<file path="src/core/spdif_tx_regs.svh">
// Register offsets, field positions, reset values and frame counts of the S/PDIF transmitter
`ifndef SPDIF_TX_REGS_SVH
`define SPDIF_TX_REGS_SVH

`define TX_CTRL_ADDR 7'h1E
`define TX_PWR_ADDR 7'h33

`define CTRL_SRC_LSB 0
`define CTRL_CSOVR_POS 2
`define CTRL_THRU_POS 3
`define CTRL_VOVR_POS 4
`define CTRL_V0_POS 5
`define CTRL_V1_POS 6
`define CTRL_RESET 7'h00
`define PWR_TXPD_POS 4
`define PWR_TXPD_RESET 1'b1

`define SRC_RX 2'h0
`define SRC_ADC 2'h1
`define SRC_SEC 2'h2
`define SRC_PRI 2'h3

`define WORD_V_POS 24
`define WORD_U_POS 25
`define WORD_C_POS 26
`define WORD_P_POS 27

`define FRAMES_PER_BLOCK 8'd192
`define FRAME_LAST 8'd191
`define CS_USED_FRAMES 8'd40
`define PRE_LAST_HALF 6'd7
`define DATA_LAST_HALF 6'd55

// Toggle masks of the preambles, half-cell 0 in bit 0
`define PRE_BLOCK_TOGGLES 8'h39
`define PRE_SUB0_TOGGLES 8'hC9
`define PRE_SUB1_TOGGLES 8'h69

`endif

</file>
<file path="src/core/spdif_tx_pkg.sv">
// Types shared by the S/PDIF transmitter modules
package spdif_tx_pkg;

  typedef enum logic [1:0] {
    st_idle,
    st_pre,
    st_data
  } tx_state_e;

  typedef struct packed {
    tx_state_e st;
    logic sub;
    logic [7:0] frame;
    logic [5:0] half;
    logic [27:0] word;
    logic [23:0] cap_r;
    logic [1:0] cap_v;
    logic [1:0] cap_u;
    logic [1:0] cap_c;
    logic [6:0] ctrl;
    logic pwrdn;
    logic [8:0] rdata;
    logic pin;
    logic strobe;
    logic blk;
  } tx_state_s;

  typedef struct packed {
    logic level;
  } enc_state_s;

endpackage

</file>
<file path="src/core/bmc_encoder.sv">
// Bi-phase-mark line level generator driven by per-half-cell toggle requests
`timescale 1ns/1ps
module bmc_encoder (
  input wire logic clock,
  input wire logic sys_rst,
  input wire logic clk_en,
  input wire logic half_cell_tick,
  input wire logic toggle,
  input wire logic hold_idle,
  output logic level
);
  import spdif_tx_pkg::*;

  enc_state_s s_q;
  enc_state_s s_d;

  always_comb begin
    s_d = s_q;
    if (clk_en) begin
      if (hold_idle) begin
        s_d.level = 1'b0; // see RL19
      end else if (half_cell_tick && toggle) begin
        s_d.level = ~s_q.level; // see RL1
      end
    end
  end

  always_ff @(posedge clock) begin
    if (sys_rst) begin
      s_q <= '0;
    end else begin
      s_q <= s_d;
    end
  end

  assign level = s_q.level;
endmodule

</file>
<file path="src/core/spdif_frame_transmitter.sv">
// S/PDIF frame builder with source select, status overrides, pass-through and power-down
`timescale 1ns/1ps
`include "spdif_tx_regs.svh"

// Summary of operation
// RL1: Bi-phase-mark stream, frames of two sub-frames
// RL2: Preamble marks block start or sub-frame start
// RL3: Four auxiliary bits follow, LSB first
// RL4: Twenty audio bits LSB first, 24-bit sample
// RL5: Validity high means sample invalid
// RL6: One user and channel bit per sub-frame
// RL7: Last bit gives even parity after preamble
// RL8: 192-frame blocks, first 40 carry status
// RL9: Two-bit select picks receiver, ADC, secondary, primary
// RL10: Receiver source: override picks programmed channel status
// RL11: Pass-through puts input mux on output pin
// RL12: No override: validity zero, or received for receiver
// RL13: Override: validity from per-sub-frame control bits
// RL14: Power-down bit disables, resets to disabled
// RL15: Transmitter builds preamble and trailer bits itself
// RL16: No shared clock assumed; paced by tick
// RL17: User bit zero unless receiver forwards it
// RL18: Status shared except per-sub-frame channel number
// RL19: Idle low while down, restart at block
module spdif_frame_transmitter (
  input wire logic clock,
  input wire logic sys_rst,
  input wire logic clk_en,
  input wire logic half_cell_tick,
  input wire logic reg_wr_en,
  input wire logic [6:0] reg_addr,
  input wire logic [8:0] reg_wdata,
  input wire logic [23:0] rx_audio_l,
  input wire logic [23:0] rx_audio_r,
  input wire logic [1:0] rx_validity,
  input wire logic [1:0] rx_user,
  input wire logic [1:0] rx_chan,
  input wire logic [23:0] adc_audio_l,
  input wire logic [23:0] adc_audio_r,
  input wire logic [23:0] primary_audio_if_l,
  input wire logic [23:0] primary_audio_if_r,
  input wire logic [23:0] secondary_audio_if_l,
  input wire logic [23:0] secondary_audio_if_r,
  input wire logic [39:0] prog_chan_status,
  input wire logic [3:0] chan_num_sub0,
  input wire logic [3:0] chan_num_sub1,
  input wire logic spdif_in_mux,
  output logic serial_out_pin,
  output logic sample_strobe,
  output logic block_start,
  output logic [8:0] reg_rd_data
);
  import spdif_tx_pkg::*;

  tx_state_s s_q;
  tx_state_s s_d;
  logic enc_level;
  logic enc_toggle;
  logic [1:0] src;
  logic [23:0] fresh_l;
  logic [23:0] fresh_r;
  logic [1:0] fresh_v;
  logic [1:0] fresh_u;
  logic load;
  logic [7:0] pre_mask;

  function automatic logic is_rx_src(input logic [1:0] sel);
    is_rx_src = (sel == `SRC_RX);
  endfunction

  function automatic logic cs_bit(input logic [39:0] cs_in, input logic [3:0] chnum, input logic [7:0] fr);
    logic [39:0] cs;
    cs = cs_in;
    cs[23:20] = chnum; // see RL18
    cs_bit = (fr < `CS_USED_FRAMES) ? cs[fr[5:0]] : 1'b0; // see RL8
  endfunction

  // Parity covers aux, audio, V, U and C so the 28 bits XOR to zero
  function automatic logic [27:0] build_word(input logic [23:0] a, input logic v, input logic u, input logic c);
    build_word = {^{a, v, u, c}, c, u, v, a}; // see RL5, RL7
  endfunction

  assign src = s_q.ctrl[`CTRL_SRC_LSB +: 2];

  always_comb begin
    case (src) // see RL9
      `SRC_RX: begin
        fresh_l = rx_audio_l;
        fresh_r = rx_audio_r;
      end
      `SRC_ADC: begin
        fresh_l = adc_audio_l;
        fresh_r = adc_audio_r;
      end
      `SRC_SEC: begin
        fresh_l = secondary_audio_if_l;
        fresh_r = secondary_audio_if_r;
      end
      default: begin
        fresh_l = primary_audio_if_l;
        fresh_r = primary_audio_if_r;
      end
    endcase
    if (s_q.ctrl[`CTRL_VOVR_POS]) begin
      fresh_v = {s_q.ctrl[`CTRL_V1_POS], s_q.ctrl[`CTRL_V0_POS]}; // see RL13
    end else begin
      fresh_v = is_rx_src(src) ? rx_validity : 2'b00; // see RL12
    end
    fresh_u = is_rx_src(src) ? rx_user : 2'b00; // see RL17
  end

  // Channel bit follows the receiver only when not overridden
  function automatic logic pick_c(input logic [1:0] sel, input logic ovr, input logic rx_c, input logic pc);
    pick_c = (is_rx_src(sel) && !ovr) ? rx_c : pc; // see RL10
  endfunction

  always_comb begin
    s_d = s_q;
    load = 1'b0;
    // Pulses stand while frozen, like every other state bit
    if (clk_en) begin
      s_d.strobe = 1'b0;
      s_d.blk = 1'b0;
      if (reg_wr_en && reg_addr == `TX_CTRL_ADDR) begin
        s_d.ctrl = reg_wdata[6:0];
      end
      if (reg_wr_en && reg_addr == `TX_PWR_ADDR) begin
        s_d.pwrdn = reg_wdata[`PWR_TXPD_POS]; // see RL14
      end
      case (reg_addr)
        `TX_CTRL_ADDR: s_d.rdata = {2'b00, s_q.ctrl};
        `TX_PWR_ADDR: s_d.rdata = {4'h0, s_q.pwrdn, 4'h0};
        default: s_d.rdata = 9'h000;
      endcase
      case (s_q.st)
        st_idle: begin
          if (!s_q.pwrdn) begin
            s_d.st = st_pre;
            s_d.frame = 8'h00; // see RL19
            s_d.sub = 1'b0;
            s_d.half = 6'h00;
            load = 1'b1;
          end
        end
        st_pre: begin
          if (half_cell_tick) begin // see RL16
            if (s_q.half == `PRE_LAST_HALF) begin
              s_d.st = st_data;
              s_d.half = 6'h00;
            end else begin
              s_d.half = s_q.half + 6'h01;
            end
          end
        end
        st_data: begin
          if (half_cell_tick) begin
            if (s_q.half == `DATA_LAST_HALF) begin
              s_d.st = st_pre;
              s_d.half = 6'h00;
              if (!s_q.sub) begin
                s_d.sub = 1'b1; // see RL1
                s_d.word = build_word(s_q.cap_r, s_q.cap_v[1], s_q.cap_u[1],
                  pick_c(src, s_q.ctrl[`CTRL_CSOVR_POS], s_q.cap_c[1],
                  cs_bit(prog_chan_status, chan_num_sub1, s_q.frame))); // see RL15
              end else begin
                s_d.sub = 1'b0;
                s_d.frame = (s_q.frame == `FRAME_LAST) ? 8'h00 : s_q.frame + 8'h01; // see RL8
                load = 1'b1;
              end
            end else begin
              s_d.half = s_q.half + 6'h01;
            end
          end
        end
        default: s_d.st = st_idle;
      endcase
      // Sub-frame 0 is built from the sample taken at the frame boundary
      if (load) begin
        s_d.cap_r = fresh_r;
        s_d.cap_v = fresh_v;
        s_d.cap_u = fresh_u;
        s_d.cap_c = rx_chan;
        s_d.strobe = 1'b1;
        s_d.blk = (s_d.frame == 8'h00);
        s_d.word = build_word(fresh_l, fresh_v[0], fresh_u[0],
          pick_c(src, s_q.ctrl[`CTRL_CSOVR_POS], rx_chan[0],
          cs_bit(prog_chan_status, chan_num_sub0, s_d.frame))); // see RL6
      end
      if (s_q.pwrdn) begin
        s_d.st = st_idle; // see RL19
        s_d.half = 6'h00;
      end
      s_d.pin = s_q.ctrl[`CTRL_THRU_POS] ? spdif_in_mux : enc_level; // see RL11
    end
  end

  always_comb begin
    pre_mask = `PRE_SUB0_TOGGLES;
    if (s_q.sub) begin
      pre_mask = `PRE_SUB1_TOGGLES;
    end else if (s_q.frame == 8'h00) begin
      pre_mask = `PRE_BLOCK_TOGGLES; // see RL2
    end
    case (s_q.st)
      st_pre: enc_toggle = pre_mask[s_q.half[2:0]];
      // Every cell opens with a transition; a one adds a mid-cell transition
      st_data: enc_toggle = s_q.half[0] ? s_q.word[s_q.half[5:1]] : 1'b1; // see RL3, RL4
      default: enc_toggle = 1'b0;
    endcase
  end

  bmc_encoder u_enc (
    .clock(clock),
    .sys_rst(sys_rst),
    .clk_en(clk_en),
    .half_cell_tick(half_cell_tick),
    .toggle(enc_toggle),
    .hold_idle(s_q.st == st_idle),
    .level(enc_level)
  );

  always_ff @(posedge clock) begin
    if (sys_rst) begin
      s_q <= '0;
      s_q.st <= st_idle;
      s_q.ctrl <= `CTRL_RESET;
      s_q.pwrdn <= `PWR_TXPD_RESET; // see RL14
    end else begin
      s_q <= s_d;
    end
  end

  assign serial_out_pin = s_q.pin;
  assign sample_strobe = s_q.strobe;
  assign block_start = s_q.blk;
  assign reg_rd_data = s_q.rdata;
endmodule

</file>
<file path="config.mk">
export PLATFORM = sky130hd
export DESIGN_NAME = spdif_frame_transmitter
export DESIGN_NICKNAME = d
export VERILOG_FILES = /design/src/core/spdif_tx_pkg.sv /design/src/core/bmc_encoder.sv /design/src/core/spdif_frame_transmitter.sv
export VERILOG_INCLUDE_DIRS = /design/src /design/src/core
export SDC_FILE = /design/constraint.sdc
export NUM_CORES = 1
export LEC_CHECK = 0
export ABC_AREA = 0
export BUFFER_PORTS_ARGS = -buffer_cell sky130_fd_sc_hd__buf_2
export CAP_MARGIN = 0
export CORE_ASPECT_RATIO = 0.9
export CORE_UTILIZATION = 46
export CTS_BUF_LIST = sky130_fd_sc_hd__clkbuf_8
export CTS_CLUSTER_SIZE = 24
export DETAILED_ROUTE_END_ITERATION = 16
export PLACE_DENSITY_LB_ADDON = 0.08
export SYNTH_ARGS = -nofsm -noshare
export SYNTH_HDL_FRONTEND = slang
export SYNTH_SLANG_ARGS = --single-unit
</file>
<file path="constraint.sdc">
create_clock -name clock -period 3.16 [get_ports clock]
set_clock_uncertainty 0.2 [all_clocks]
set_input_delay 0.79 -clock clock [delete_from_list [all_inputs] [get_ports clock]]
set_output_delay 0.79 -clock clock [all_outputs]
set_load 0.005 [all_outputs]
</file>
==> out/metrics.yaml <==
drt_first_pass_iters: 5
crit_chain: "ha_4 > nand3_4 > o31a_1 > o22a_4 > buf_4 > mux2i_1 > a2111oi_1 > buf_4 > nor3_2 > a211o_1 > a311oi_2"
ys_ff_latch: 91
clk_pin_slew_ns: 0.10
route.vias.total: 7268
swShare_pct: 29.1
crit_type: "reg2reg"
io_pins: 280
yosysWarnings: 0
cts-root-buf: "clkbuf_8"
worstPathMaxFanout: 7
syn_inst: 777
synth_edf_count: 0
max_cap_viol_count: 0
finalHoldViolations: 0
finalNetCount: 1352
first_iter_violations: 568
fillers: 1397
synthArstFlopShare_pct: 0
placement.io_buffers: 271
relSlewSlack_pct: 57.9
power_frac_seq_pct: 46.7
routedWlPerCell_um: 18.1
dp_cells: 1262
ys_types: 75
die_x_um: 134
synth.avg_cell_area_um2: 9.28
antenna_found_initial: 1
hold_class: "reg2reg"
rsz0062_at_grt: "no"
grt_max_degree: 37
clock_power_share_pct: 31.6
die_area_um2: 16200
grt_pass1_wl_um: 35500
cts_made_buffers: 9
area_growth_pct: 31.4
tritoncts: "done"
vdd_drop_max_mv: 0.213
synth_top_flop_cell: "dfxtp_1"
place_congestion: 0.894
critPathRequiredTime_ns: 3.25
drc_errors: 0
setup_slack_ns: 0.137
fin_crit_ns: 3.02
die_y_um: 121
antenna_cells: 0
path_common_cell: "buf_4"
grt_pass1_vias: 6728
vias_per_cell: 5.66
dp_hpwl_um: 18400
overflow: 0
initial_core_util_pct: 46.8
internal-power_w: 0.00176
dpl_worst_slack_ns: -0.180
p_switching_w: 0.000720
core_um2: 15400
drtAntennaViolNets: 0
grtUsageTotal_pct: 28.3
ys_seq_area_share_pct: 25.3
ctsHoldBuffers: 0
syn_area_um2: 7210
crit_path_end_kind: "flop"
status: "finished, final reports clean"
clk_path_buf_depth: 2
wl_um: 23200
cp_slowest_stage_delay_ns: 0.40
worst_pin_slew_ns: 0.631
cp-start-kind: "flop"
p_comb_share_pct: 21.7
stdcell_count: 1283
drive_gt1_share_pct: 45.1
leakage_nw: 3.85
clock_latency_ns: 0.37
pwr_density_cell_nw_per_um2: 261
rows: 43
crit_arrival_ns: 3.11
stdcell_area_um2: 9470
place_area_um2: 9140
clock_sinks: 91
ctsHtreeMaxLevel: 3
period_share_pct: 95.7
critical-path-slowest-cell: "dfxtp_1"
slew_violations: 0
fmax_mhz: 331
finalSetupViolations: 0
==> kinds of logic (layout without fill, tap and decap cells) <==
group	count (synthesis)	in the layout	synth area share, %
other	1	2	0.0520
buffers and inverters	86	388	6.01
and+or+nand+nor	281	281	19.2
AOI/OAI and AO/OA	159	160	15.7
adders and majority gates	8	8	1.39
muxes	94	94	25.4
xor gates and xnor gates	57	57	6.93
DFF	91	91	25.3
==> final cells by class <==
| class | count | area (um^2) | share of cell area (%) |
|---|---|---|---|
| inverter | 11 | 41.3 | 0.436 |
| multi-input combinational | 602 | 5070 | 53.5 |
| clock inverter | 7 | 67.6 | 0.713 |
| timing repair buffer | 361 | 2090 | 22.1 |
| tap | 202 | 253 | 2.67 |
| clock buffer | 9 | 124 | 1.31 |
| sequential | 91 | 1830 | 19.3 |
==> metrics by stage <==
step                hold WS [ns]  setup TNS, ns  util (%)  total power (W)
floorplan                  0.232              0         -          0.00145
global placement           0.251         -0.316      59.4          0.00170
detailed placement         0.258         -0.336      59.4          0.00171
CTS                        0.279              0      60.6          0.00248
global route               0.296              0      61.6          0.00259
finish                     0.278              0      61.6          0.00248
==> cells in the mapped netlist, types with 3 or more instances <==
library cell	count	area share, %
and2_1	3	0.26
nor2b_1	5	0.43
a22oi_1	5	0.52
nor3_1	25	1.7
a31oi_1	5	0.43
a21oi_1	50	3.5
a311oi_1	5	0.61
o21ai_1	4	0.28
nand4_1	6	0.52
buf_4	16	1.7
buf_6	5	0.78
xnor2_1	50	6.1
o211ai_1	8	0.83
ha_1	8	1.4
nand2_1	82	4.3
nand3_1	24	1.7
and3_1	24	2.1
inv_1	10	0.52
xor2_1	7	0.85
nor2_1	72	3.8
nand3b_1	4	0.42
a22o_1	3	0.36
clkbuf_1	33	1.7
nand2b_1	11	0.95
buf_1	11	0.57
buf_2	10	0.69
mux2i_1	22	3.1
dfxtp_1	91	25
o21ai_0	11	0.76
nor4_1	8	0.69
a21o_1	6	0.62
a211oi_1	31	3.2
mux4_2	71	22
==> placed cells by master, fill, tap and decap left out, types with 9 or more instances in the layout <==
master    instances
dfxtp_1          88
nand2b_1         11
clkbuf_8          9
and3_1           23
buf_4            85
o21ai_0          10
mux4_2           71
nor3_1           25
nand2_1          82
a21oi_1          49
buf_2           271
a211oi_1         30
mux2i_1          22
nor2_1           70
nand3_1          23
xnor2_1          50
==> worst max-delay path, delay by kind of cell (launching register included) <==
kind | cells | cell delay (ns)
adders and majority gates | 1 | 0.21
AOI/OAI and AO/OA | 5 | 1.54
muxes | 1 | 0.11
DFF | 1 | 0.40
and+or+nand+nor | 2 | 0.16
buffers and inverters | 2 | 0.32
==> metal layers <==
metal | global-route usage, % | share of wire (%)
met5 | 0 | 0
met4 | 4.26 | 0.82
met3 | 5.24 | 6.4
met2 | 43.4 | 46
met1 | 41.8 | 47
==> registers in the layout, summed over array words and instances (netlist names) <==
signal / count
s_q: 80
block_start: 1
sample_strobe: 1
u_enc.level: 1
serial_out_pin: 1
reg_rd_data: 7
==> path summary, 6_finish.rpt <==
check | startpoint | end | slack [ns] | cells after the start
max | s_q[78] | s_q[76] | 0.14 | 11
min | s_q[21] | s_q[21] | 0.28 | 2
max reg2reg | s_q[78] | s_q[76] | 0.14 | 11
min reg2reg | s_q[21] | s_q[21] | 0.28 | 2
==> power groups by stage <==
stage	Clock (W)	Sequential (W)	Combinational, W
after floorplan	0	0.00118	0.000265
after global placement	0	0.00118	0.000521
after detailed placement	0	0.00118	0.000527
after CTS	0.000797	0.00116	0.000530
after global routing	0.000850	0.00116	0.000581
final	0.000783	0.00116	0.000537
==> timing repair <==
action,4_1_cts,5_1_grt
hold endpoints to repair,0,0
resized for setup,0,19
setup buffers,0,4
endpoints found under the setup margin,0,2
(Power assumes the default switching activity.)
